===== config.mk =====
export PLATFORM = sky130hd
export DESIGN_NAME = prmc_recorder_menu
export DESIGN_NICKNAME = d
export VERILOG_FILES = /design/src/logic/prmc_pkg.sv /design/src/logic/prmc_recorder_menu.sv /design/src/logic/prmc_button.sv
export SDC_FILE = /design/constraint.sdc
export NUM_CORES = 1
export LEC_CHECK = 0
export BUFFER_PORTS_ARGS = -buffer_cell sky130_fd_sc_hd__buf_2
export CORE_MARGIN = 3
export CORE_UTILIZATION = 35
export DETAILED_ROUTE_END_ITERATION = 12
export PLACE_DENSITY = 0.54
export SLEW_MARGIN = 20
export SYNTH_ARGS = -nofsm -noshare
export SYNTH_HDL_FRONTEND = slang
export SYNTH_SLANG_ARGS = --single-unit

===== constraint.sdc =====
create_clock -name clk -period 7.6 [get_ports clk]
set_input_delay 0.76 -clock clk [delete_from_list [all_inputs] [get_ports clk]]
set_output_delay 0.76 -clock clk [all_outputs]
set_load 0.05 [all_outputs]

===== src/logic/prmc_pkg.sv =====
// prmc_pkg: constants, carriers and state types of the recorder/menu block
// assumes one 20 MHz system clock shared by every user of the package
package prmc_pkg;
  localparam int CLK_HZ = 20_000_000;
  localparam int CYC_PER_MS = CLK_HZ / 1000;
  localparam int STEP_FWD_MS = 500;
  localparam int STEP_FWD_CYC = STEP_FWD_MS * CYC_PER_MS;
  localparam int SCAN_START_MS = 1000;
  localparam int SCAN_START_CYC = SCAN_START_MS * CYC_PER_MS;
  localparam int SCAN_REP_MS = 200;
  localparam int SCAN_REP_CYC = SCAN_REP_MS * CYC_PER_MS;
  localparam int PROG_SUB_MS = 1000;
  localparam int PROG_SUB_CYC = PROG_SUB_MS * CYC_PER_MS;
  localparam int PROG_SET_MS = 5000;
  localparam int PROG_SET_CYC = PROG_SET_MS * CYC_PER_MS;
  localparam int TICK_US = 100;
  localparam int TICK_CYC = TICK_US * (CLK_HZ / 1_000_000);
  localparam int TICK_W = 11;
  localparam int BTN_CW = 28;

  localparam logic [7:0] PCT_TRIP = 8'h64;
  localparam logic [7:0] PCT_MAX = 8'h63;
  localparam logic [7:0] CNT_MAX = 8'hFF;
  localparam logic [1:0] SGB_RST = 2'h0;
  localparam logic [15:0] OPT_RST = 16'h0064;

  localparam logic [7:0] A_STATUS = 8'h00;
  localparam logic [7:0] A_SGB = 8'h04;
  localparam logic [7:0] A_OPT = 8'h08;
  localparam logic [7:0] A_COMM = 8'h18;
  localparam logic [7:0] A_PASS = 8'h1C;
  localparam logic [7:0] A_STK = 8'h20;
  localparam logic [7:0] A_CNT = 8'h48;
  localparam logic [7:0] A_MON = 8'h4C;
  localparam int COMM_RATE_LSB = 8;
  localparam int COMM_BANK_BIT = 16;

  // views in display order, so stepping is a rotation
  typedef enum logic [11:0] {
    V_1 = 12'h001, V_2 = 12'h002, V_3 = 12'h004, V_4 = 12'h008,
    V_5 = 12'h010, V_6 = 12'h020, V_7 = 12'h040, V_8 = 12'h080,
    V_9 = 12'h100, V_0 = 12'h200, V_A = 12'h400, V_DARK = 12'h800
  } prmc_view_t;
  localparam logic [11:0][3:0] VIEW_DIGIT = {4'hF, 4'hA, 4'h0, 4'h9, 4'h8, 4'h7,
    4'h6, 4'h5, 4'h4, 4'h3, 4'h2, 4'h1};

  typedef struct packed {
    logic [7:0] addr;
    logic [2:0] rate;
    logic [7:0] pass;
    logic bank;
  } prmc_nv_t;

  typedef struct packed {
    logic on;
    logic [3:0] adr;
    logic [7:0] val;
  } prmc_disp_t;

  typedef struct packed {
    logic [2:0] sy;
    logic lvl;
    logic [BTN_CW-1:0] cnt;
    logic p2;
    logic ab;
    logic sh;
    logic md;
    logic hi;
    logic rp;
  } prmc_btn_t;

  typedef struct packed {
    prmc_view_t view;
    logic [2:0] sub;
    logic setm;
    logic testm;
    logic [1:0] tidx;
    logic cur;
    logic [7:0] edit;
    logic both;
    logic [2:0] bsy;
    logic blk;
    logic [TICK_W-1:0] tdiv;
    logic tick;
    logic [7:0] mon;
    logic [1:0] prv;
    logic [1:0] act;
    logic [1:0][15:0] pre;
    logic [1:0][4:0][7:0] stk;
    logic [1:0][7:0] scnt;
    logic [1:0] blocking_switchgroup;
    logic [3:0][15:0] opt;
    prmc_nv_t nv;
    logic unlock;
    logic [31:0] rdata;
    logic slverr;
    logic rel;
    prmc_disp_t disp;
  } prmc_st_t;
endpackage


===== src/logic/prmc_recorder_menu.sv =====
// prmc_recorder_menu: stage recorders, menu, settings and APB registers
// assumes stage signals on the system clock, raw button and blocking pins
// Function
// - new start clears and restarts duration percent
// - five-deep duration stack, oldest dropped
// - trip records duration as 100 percent
// - start counter per stage, 0 to 255
// - view 0 last digit shows blocking input
// - blocking acts per switchgroup bits
// - view 0 enters test mode, outputs one-by-one
// - node address zero without serial use
// - traffic monitor zero when communicating, else rolls
// - remote setting writes need password first
// - bank selector picks main or second settings
// - dark after last view, step restarts
// - step plus program clears recorded values
// - supply restart clears recorded values
// - address, rate, password, bank kept non-volatile
// - step long forward, short back, hold scans
// - program 1 s enters submenu on release
// - program 5 s in view A, except on the monitor, toggles setting mode
// - setting: step increments digit, program moves cursor
// - setting: both buttons store edited value
// - outside setting: both clear and release latches
// - program releases latches only when dark
`timescale 1ns/100ps
module prmc_recorder_menu #(
  parameter int STEP_FWD = prmc_pkg::STEP_FWD_CYC,
  parameter int SCAN_START = prmc_pkg::SCAN_START_CYC,
  parameter int SCAN_REP = prmc_pkg::SCAN_REP_CYC,
  parameter int PROG_SUB = prmc_pkg::PROG_SUB_CYC,
  parameter int PROG_SET = prmc_pkg::PROG_SET_CYC,
  parameter int TICK = prmc_pkg::TICK_CYC
) (
  input wire logic clk,
  input wire logic reset_n,
  input wire logic psel,
  input wire logic penable,
  input wire logic pwrite,
  input wire logic [7:0] paddr,
  input wire logic [31:0] pwdata,
  output logic [31:0] prdata,
  output logic pready,
  output logic pslverr,
  input wire logic step_btn,
  input wire logic prog_btn,
  input wire logic blocking_input,
  input wire logic [1:0] stage_start,
  input wire logic [1:0] stage_trip,
  input wire logic serial_used,
  input wire logic comm_active,
  input wire prmc_pkg::prmc_nv_t nv_load,
  output prmc_pkg::prmc_nv_t nv_cfg,
  output logic [1:0] stage_block,
  output logic [1:0][15:0] op_time,
  output logic bank_sel,
  output logic [3:0] test_out,
  output logic latch_release,
  output logic setting_mode,
  output prmc_pkg::prmc_disp_t disp
);
  localparam int TW = prmc_pkg::TICK_W;
  localparam logic [TW-1:0] TICK_LAST = TW'(TICK - 1);

  prmc_pkg::prmc_st_t r;
  prmc_pkg::prmc_st_t n;
  logic step_lvl;
  logic prog_lvl;
  logic s_sh;
  logic s_md;
  logic s_rp;
  logic p_sh;
  logic p_md;
  logic p_hi;
  logic both;
  logic cb_rise;
  logic clr;
  logic [1:0] rise;
  logic [1:0][15:0] opt_sel;

  function automatic logic [2:0] nsub(input prmc_pkg::prmc_view_t v);
    if (v == prmc_pkg::V_8 || v == prmc_pkg::V_9) begin
      nsub = 3'h1;
    end else if (v == prmc_pkg::V_A) begin
      nsub = 3'h4;
    end else begin
      nsub = 3'h0;
    end
  endfunction

  function automatic logic [3:0] vdig(input prmc_pkg::prmc_view_t v);
    vdig = 4'hF;
    for (int i = 0; i < 12; i++) begin
      if (v[i]) begin
        vdig = prmc_pkg::VIEW_DIGIT[i];
      end
    end
  endfunction

  prmc_button #(.T_MID(STEP_FWD), .T_HOLD(SCAN_START), .T_REP(SCAN_REP)) u_step (
    .clk(clk),
    .reset_n(reset_n),
    .btn_pin(step_btn),
    .abort(both),
    .level(step_lvl),
    .ev_short(s_sh),
    .ev_mid(s_md),
    .ev_hold(),
    .ev_rep(s_rp)
  );

  prmc_button #(.T_MID(PROG_SUB), .T_HOLD(PROG_SET), .T_REP(PROG_SET)) u_prog (
    .clk(clk),
    .reset_n(reset_n),
    .btn_pin(prog_btn),
    .abort(both),
    .level(prog_lvl),
    .ev_short(p_sh),
    .ev_mid(p_md),
    .ev_hold(p_hi),
    .ev_rep()
  );

  assign both = step_lvl & prog_lvl;
  assign cb_rise = both & !r.both;
  assign clr = cb_rise & !r.setm;
  assign rise = stage_start & ~r.prv;
  assign opt_sel[0] = r.nv.bank ? r.opt[2] : r.opt[0];
  assign opt_sel[1] = r.nv.bank ? r.opt[3] : r.opt[1];

  always_comb begin
    logic [31:0] rd;
    logic hit;
    logic prot;
    logic wr;
    rd = '0;
    hit = 1'b0;
    prot = 1'b0;
    wr = psel && penable && pwrite && !r.slverr;
    n = r;
    n.tick = 1'b0;
    n.rel = 1'b0;
    n.both = both;
    n.prv = stage_start;
    n.bsy = {r.bsy[1:0], blocking_input};
    if (r.bsy[2] == r.bsy[1]) begin
      n.blk = r.bsy[1];
    end
    if (r.tdiv == TICK_LAST) begin
      n.tdiv = '0;
      n.tick = 1'b1;
    end else begin
      n.tdiv = r.tdiv + 1'b1;
    end
    if (comm_active) begin
      n.mon = 8'h00;
    end else if (r.tick) begin
      n.mon = r.mon + 8'h01;
    end

    // duration recorders: the stack head is the live counter
    for (int s = 0; s < 2; s++) begin
      if (rise[s]) begin
        n.stk[s] = {r.stk[s][3:0], 8'h00};
        n.pre[s] = 16'h0000;
        n.act[s] = 1'b1;
        if (r.scnt[s] != prmc_pkg::CNT_MAX) begin
          n.scnt[s] = r.scnt[s] + 8'h01;
        end
      end else if (r.act[s] && stage_trip[s]) begin
        n.stk[s][0] = prmc_pkg::PCT_TRIP;
        n.act[s] = 1'b0;
      end else if (r.act[s] && !stage_start[s]) begin
        n.act[s] = 1'b0;
      end else if (r.act[s] && r.tick) begin
        // op time is in 10 ms units, so one percent is that many ticks
        if (r.pre[s] + 16'h0001 >= opt_sel[s]) begin
          n.pre[s] = 16'h0000;
          if (r.stk[s][0] < prmc_pkg::PCT_MAX) begin
            n.stk[s][0] = r.stk[s][0] + 8'h01;
          end
        end else begin
          n.pre[s] = r.pre[s] + 16'h0001;
        end
      end
    end

    if (r.testm) begin
      if (s_sh || s_md) begin
        n.tidx = r.tidx + 2'h1;
        if (r.tidx == 2'h3) begin
          n.testm = 1'b0;
        end
      end
      if (p_md || p_hi) begin
        n.testm = 1'b0;
      end
    end else if (r.setm) begin
      if (s_sh || s_md) begin
        if (r.cur) begin
          n.edit[7:4] = r.edit[7:4] + 4'h1;
        end else begin
          n.edit[3:0] = r.edit[3:0] + 4'h1;
        end
      end
      if (p_md) begin
        n.cur = !r.cur;
      end
      if (p_hi) begin
        n.setm = 1'b0;
      end
      if (cb_rise) begin
        n.setm = 1'b0;
        case (r.sub)
          3'h0: n.nv.addr = serial_used ? r.edit : 8'h00;
          3'h1: n.nv.rate = r.edit[2:0];
          3'h3: n.nv.pass = r.edit;
          3'h4: n.nv.bank = r.edit[0];
          default: n.nv = r.nv;
        endcase
      end
    end else if (r.view == prmc_pkg::V_DARK) begin
      if (s_sh || s_md || s_rp) begin
        n.view = prmc_pkg::V_1;
      end
      if (p_sh || p_md) begin
        n.rel = 1'b1;
      end
    end else if (s_md || (s_rp && r.sub == 3'h0)) begin
      if (r.sub != 3'h0) begin
        n.sub = (r.sub == nsub(r.view)) ? 3'h0 : r.sub + 3'h1;
      end else begin
        n.view = prmc_pkg::prmc_view_t'({r.view[10:0], r.view[11]});
      end
    end else if (s_sh) begin
      if (r.sub != 3'h0) begin
        n.sub = r.sub - 3'h1;
      end else begin
        n.view = prmc_pkg::prmc_view_t'({r.view[0], r.view[11:1]});
      end
    end else if (p_md && r.sub == 3'h0) begin
      if (r.view == prmc_pkg::V_0) begin
        n.testm = 1'b1;
        n.tidx = 2'h0;
      end else begin
        n.sub = nsub(r.view) == 3'h0 ? 3'h0 : 3'h1;
      end
    end else if (p_hi && r.view == prmc_pkg::V_A && r.sub != 3'h2) begin
      n.setm = 1'b1;
      n.edit = r.disp.val;
      n.cur = 1'b0;
    end

    if (clr) begin
      n.stk = '0;
      n.scnt = '0;
      n.act = 2'h0;
      n.rel = 1'b1;
    end

    // register decode in the setup phase, answered with no wait state
    case (paddr)
      prmc_pkg::A_STATUS: rd = {24'h0, vdig(r.view), r.unlock, r.setm, r.testm, r.blk};
      prmc_pkg::A_SGB: rd = {30'h0, r.blocking_switchgroup};
      prmc_pkg::A_COMM: rd = {15'h0, r.nv.bank, 5'h0, r.nv.rate, r.nv.addr};
      prmc_pkg::A_PASS: rd = {31'h0, r.unlock};
      prmc_pkg::A_CNT: rd = {16'h0, r.scnt[1], r.scnt[0]};
      prmc_pkg::A_MON: rd = {24'h0, r.mon};
      default: rd = '0;
    endcase
    hit = paddr == prmc_pkg::A_STATUS || paddr == prmc_pkg::A_SGB || paddr == prmc_pkg::A_COMM ||
      paddr == prmc_pkg::A_PASS || paddr == prmc_pkg::A_CNT || paddr == prmc_pkg::A_MON;
    prot = paddr == prmc_pkg::A_SGB || paddr == prmc_pkg::A_COMM;
    for (int i = 0; i < 4; i++) begin
      if (paddr == 8'(prmc_pkg::A_OPT + 4 * i)) begin
        rd = {16'h0, r.opt[i]};
        hit = 1'b1;
        prot = 1'b1;
        if (wr) begin
          n.opt[i] = pwdata[15:0];
        end
      end
    end
    for (int s = 0; s < 2; s++) begin
      for (int e = 0; e < 5; e++) begin
        if (paddr == 8'(prmc_pkg::A_STK + 4 * (5 * s + e))) begin
          rd = {24'h0, r.stk[s][e]};
          hit = 1'b1;
        end
      end
    end
    if (psel && !penable) begin
      n.rdata = rd;
      n.slverr = !hit || (pwrite && prot && !r.unlock);
    end
    if (wr && paddr == prmc_pkg::A_SGB) begin
      n.blocking_switchgroup = pwdata[1:0];
    end
    if (wr && paddr == prmc_pkg::A_COMM) begin
      n.nv.addr = serial_used ? pwdata[7:0] : 8'h00;
      n.nv.rate = pwdata[prmc_pkg::COMM_RATE_LSB +: 3];
      n.nv.bank = pwdata[prmc_pkg::COMM_BANK_BIT];
    end
    if (wr && paddr == prmc_pkg::A_PASS) begin
      n.unlock = (pwdata[7:0] == r.nv.pass);
    end

    n.disp.on = (r.view != prmc_pkg::V_DARK);
    n.disp.adr = vdig(r.view);
    case (r.view)
      prmc_pkg::V_0: n.disp.val = {7'h0, r.blk};
      prmc_pkg::V_8: n.disp.val = r.sub == 3'h0 ? r.stk[0][0] : r.scnt[0];
      prmc_pkg::V_9: n.disp.val = r.sub == 3'h0 ? r.stk[1][0] : r.scnt[1];
      prmc_pkg::V_A: begin
        case (r.sub)
          3'h1: n.disp.val = {5'h0, r.nv.rate};
          3'h2: n.disp.val = r.mon;
          3'h3: n.disp.val = r.nv.pass;
          3'h4: n.disp.val = {7'h0, r.nv.bank};
          default: n.disp.val = r.nv.addr;
        endcase
      end
      default: n.disp.val = 8'h00;
    endcase
    if (r.setm) begin
      n.disp.val = r.edit;
    end
    if (r.testm) begin
      n.disp.val = {6'h0, r.tidx};
    end

    if (!reset_n) begin
      n = '0;
      n.view = prmc_pkg::V_1;
      n.blocking_switchgroup = prmc_pkg::SGB_RST;
      n.opt = {4{prmc_pkg::OPT_RST}};
      n.nv = nv_load;
    end
    // applied after the reset load too, so the address never shows nonzero unused
    if (!serial_used) begin
      n.nv.addr = 8'h00;
    end
  end

  always_ff @(posedge clk) begin
    r <= n;
  end

  assign pready = 1'b1;
  assign prdata = r.rdata;
  assign pslverr = r.slverr;
  assign stage_block = r.blocking_switchgroup & {2{r.blk}};
  assign op_time = opt_sel;
  assign bank_sel = r.nv.bank;
  assign nv_cfg = r.nv;
  assign test_out = r.testm ? (4'h1 << r.tidx) : 4'h0;
  assign latch_release = r.rel;
  assign setting_mode = r.setm;
  assign disp = r.disp;
endmodule


===== src/logic/prmc_button.sv =====
// prmc_button: filter and press-length classifier for one push-button
// assumes an asynchronous pin and the system clock
`timescale 1ns/100ps
module prmc_button #(
  parameter int T_MID = prmc_pkg::STEP_FWD_CYC,
  parameter int T_HOLD = prmc_pkg::SCAN_START_CYC,
  parameter int T_REP = prmc_pkg::SCAN_REP_CYC
) (
  input wire logic clk,
  input wire logic reset_n,
  input wire logic btn_pin,
  input wire logic abort,
  output logic level,
  output logic ev_short,
  output logic ev_mid,
  output logic ev_hold,
  output logic ev_rep
);
  localparam int CW = prmc_pkg::BTN_CW;
  localparam logic [CW-1:0] MID_C = CW'(T_MID);
  localparam logic [CW-1:0] HOLD_C = CW'(T_HOLD - 1);
  localparam logic [CW-1:0] RELOAD_C = CW'(T_HOLD - T_REP);

  prmc_pkg::prmc_btn_t r;
  prmc_pkg::prmc_btn_t n;

  always_comb begin
    n = r;
    n.sh = 1'b0;
    n.md = 1'b0;
    n.hi = 1'b0;
    n.rp = 1'b0;
    n.sy = {r.sy[1:0], btn_pin};
    if (r.sy[2] == r.sy[1]) begin
      n.lvl = r.sy[1];
    end
    if (r.lvl && !n.lvl) begin
      // classified on release unless a hold or a combo already used it
      if (!r.ab && !r.p2 && !abort) begin
        n.sh = (r.cnt < MID_C);
        n.md = (r.cnt >= MID_C);
      end
      n.cnt = '0;
      n.p2 = 1'b0;
      n.ab = 1'b0;
    end else if (r.lvl) begin
      if (abort) begin
        n.ab = 1'b1;
      end
      if (r.cnt >= HOLD_C) begin
        n.cnt = RELOAD_C;
        n.p2 = 1'b1;
        n.rp = !r.ab && !abort;
        n.hi = !r.ab && !abort && !r.p2;
      end else begin
        n.cnt = r.cnt + 1'b1;
      end
    end
    if (!reset_n) begin
      n = '0;
    end
  end

  always_ff @(posedge clk) begin
    r <= n;
  end

  assign level = r.lvl;
  assign ev_short = r.sh;
  assign ev_mid = r.md;
  assign ev_hold = r.hi;
  assign ev_rep = r.rp;
endmodule


==> results.yml <==
run_status:
  status: "completed"
sta:
  rsz0062_at_grt: "false"
  maxSlewViolCount: 0
  fin_crit_ns: 3.84
  fmax_mhz: 261
  setup_violations: 0
  hold_viol_final: 0
  max_slew.worst_pin.slew_ns: 1.08
  fin_setup_tns_ns: 0
  fin_crit_sh_pct: 50.5
  clock_skew_ns: 0.0239
  layout_setup_ws_ns: 3.76
  max_slew_margin_pct: 28.0
clock_network:
  clk-insertion-delay-late_ns: 0.59
  cts_setup_buffers: 0
  cts.sinks: 378
  path_clk_slew_ns: 0.06
  clockBufferDepth: 3
  cts_hold_repair.buffers: 0
  cts_resized: 0
  htreeDepth: 2
  cts_root_buffer: "clkbuf_16"
  numCtsBuffers: 45
  cts_tree: "yes"
critical_path:
  slowest_stage: "edfxtp_1"
  crit_path_start_kind: "register"
  critical_path.cell_chain: "buf_4 -> mux2_2 -> inv_1 -> ha_1 -> a211oi_1 -> o21ai_0 -> a21oi_1 -> o41ai_2 -> buf_4 -> a21oi_1 -> nand3b_1 -> a21oi_1"
  critPathCaptureType: "register"
  r2r_start: "bank_sel"
  r2r_cells: 12
  cp_common_cell: "a21oi_1"
  crit_required_ns: 8.10
  cp_max_fo: 28
  reg2reg_slack_ns: 3.76
  reg2reg_to: "r[238]"
  cp.arrival_ns: 4.34
  max_stage_delay_ns: 0.71
  crit_type: "reg2reg"
logic_synthesis:
  synthMostInstantiatedCell: "nand2_1"
  synthTopCellsByArea: "dfxtp_1 36%, nand2_1 8.4%, a21oi_1 6.5%"
  netlist_instances: 2595
  yosys-top-cells-count: "458 x nand2_1, 366 x dfxtp_1, 264 x a21oi_1"
  synth-seq-area-share_pct: 37.6
  ys_warn_count: 0
  syn_avg_cell_area_um2: 7.88
  ys_async_sr_fraction_pct: 0
  synth-seq-cells: 378
  synth.top_cell.area_share_pct: 35.8
  synth_largest_area_cell: "dfxtp_1"
  synth_cell_types: 93
  synth-edff-count: 12
  syn_area_um2: 20500
  ys.flop_type: "dfxtp_1"
placement:
  placed_area_um2: 21300
  port_buffers: 150
  dp_hpwl_um: 50200
  gp_congestion: 0.949
  dpl_worst_slack_ns: 3.55
die:
  ios: 182
  die_w_um: 248
  start_util_pct: 35.8
  row_count: 87
  die_height_um: 248
  dieArea_um2: 61400
  coreArea_um2: 57100
power_and_ir_drop:
  pwr-share-comb_pct: 6.1
  swShare_pct: 25.0
  p_seq_share_pct: 44.9
  power_density_nw_per_um2: 199
  peakVddDrop_uv: 141
  p_clk_share_pct: 49.0
  p_sw_w: 0.00114
  p_leak_nw: 8.61
  intPower_w: 0.00341
final_layout:
  synthToLayoutAreaGrowth_pct: 11.6
  n_fill_cell: 5803
  final_core_util_pct: 39.9
  stdcell_area_um2: 22800
  layout-drive-gt1-share_pct: 12.4
  layout.nets: 2745
min_path:
  worstHoldPathType: "in2reg"
  hold_depth: 2
  worst_hold_path.endpoint: "u_prog.r[35]"
  hold_start: "prog_btn"
grt:
  grt_max_degree: 83
  grt_pass1_vias: 17500
  gr-total-overflow: 0
  antenna_found_initial: 5
  grt_pass1_wl_um: 105000
  grtUsageTotal_pct: 21.9
detailed_routing:
  route.detailed.drc: 0
  routed_wl_um: 68600
  ant_nets: 0
  vias: 18800
  drt_pre_antenna_iters: 5
  vias_per_cell: 5.50
  routedWlPerCell_um: 20.1
  drtIter0Drc: 1515
run:
  maxCapViolations: 0
==> power by group through the flow <==
| stage | sequential (W) | clock, W | combinational (W) |
|---|---|---|---|
| final | 0.00204 | 0.00223 | 0.000278 |
| after global placement | 0.00208 | 0 | 0.000273 |
| after floorplan | 0.00207 | 0 | 0.000211 |
| after CTS | 0.00204 | 0.00228 | 0.000276 |
| after global routing | 0.00204 | 0.00235 | 0.000298 |
| after detailed placement | 0.00208 | 0 | 0.000276 |
==> state kept, by name (all words and copies together) (netlist names), 13 cells and up <==
register and count:
disp 13, nv_cfg 19, prdata 17, r 251
u_prog.r 33, u_step.r 33
==> placed cells by master, fill, tap and decap left out, drive strengths merged, types with 19 or more instances in the layout <==
cell	instances
nand3	108
mux2i	59
mux2	30
o21ai	120
buf	173
nor2b	22
ha	56
inv	72
dfxtp	366
o22ai	25
nand2	461
a211oi	19
and3	46
clkbuf	67
xnor2	60
nor3	38
a21oi	268
xor2	64
and2	26
nand4	34
a31oi	19
nor2	237
==> stage by stage <==
| step | power [W] | std cells | hold slack [ns] |
|---|---|---|---|
| 2_1_floorplan | 0.00228 | 2609 | 0.412 |
| 3_3_place_gp | 0.00235 | 3324 | 0.415 |
| 5_1_grt | 0.00469 | 3408 | 0.390 |
| 4_1_cts | 0.00460 | 3407 | 0.355 |
| 3_5_place_dp | 0.00236 | 3324 | 0.425 |
| 6_report | 0.00455 | 3409 | 0.386 |
==> critical path: cells and delay by family (launching register included) <==
family,cells,cell delay (ns)
AOI/OAI and AO/OA,6,1.38
adders and majority gates,1,0.23
buffers and inverters,3,0.79
and+or+nand+nor,1,0.15
muxes,1,0.46
DFF,1,0.71
==> per-layer routing <==
metal	global-route usage (%)	vias up	wire length (µm)
li1	-	9045	-
met1	29.7	8914	30200
met2	34.3	666	30400
met3	3.46	141	4970
met4	9.73	0	3040
met5	0	-	0
==> worst max path at each step <==
stage | cells after the start | from | slack, ns | to
6_report | 12 | bank_sel | 3.76 | r[238]
5_1_grt | 14 | r[230] | 3.41 | r[239]
4_1_cts | 12 | bank_sel | 3.78 | r[239]
3_5_place_dp | 8 | paddr[2] | 3.55 | nv_cfg[14]
3_3_place_gp | 6 | paddr[2] | 3.60 | r[125]
2_1_floorplan | 12 | bank_sel | 3.88 | r[259]
==> layout make-up <==
type	count	area, µm²	share of cell area [%]
clock buffers	67	1340	5.87
diodes	2	5.00	0.0219
inverters	72	272	1.19
multi-input cells	1945	11400	50.1
well taps	756	946	4.15
repair buffers	173	926	4.06
flip-flops and latches	378	7690	33.7
clock inverters	16	214	0.938
==> logic make-up (layout without fill, tap and decap cells) <==
| kind of cell | count (synthesis) | after routing | share of synthesized area, % |
|---|---|---|---|
| muxes | 89 | 89 | 4.54 |
| DFF | 378 | 378 | 37.6 |
| buffers and inverters | 286 | 328 | 6.94 |
| adders and majority gates | 56 | 56 | 3.43 |
| other | 2 | 18 | 0.0367 |
| AOI/OAI and AO/OA | 595 | 595 | 17.7 |
| and+or+nand+nor | 1065 | 1065 | 24.5 |
| xor gates and xnor gates | 124 | 124 | 5.31 |
No activity file was read; power rests on OpenSTA's default activity.
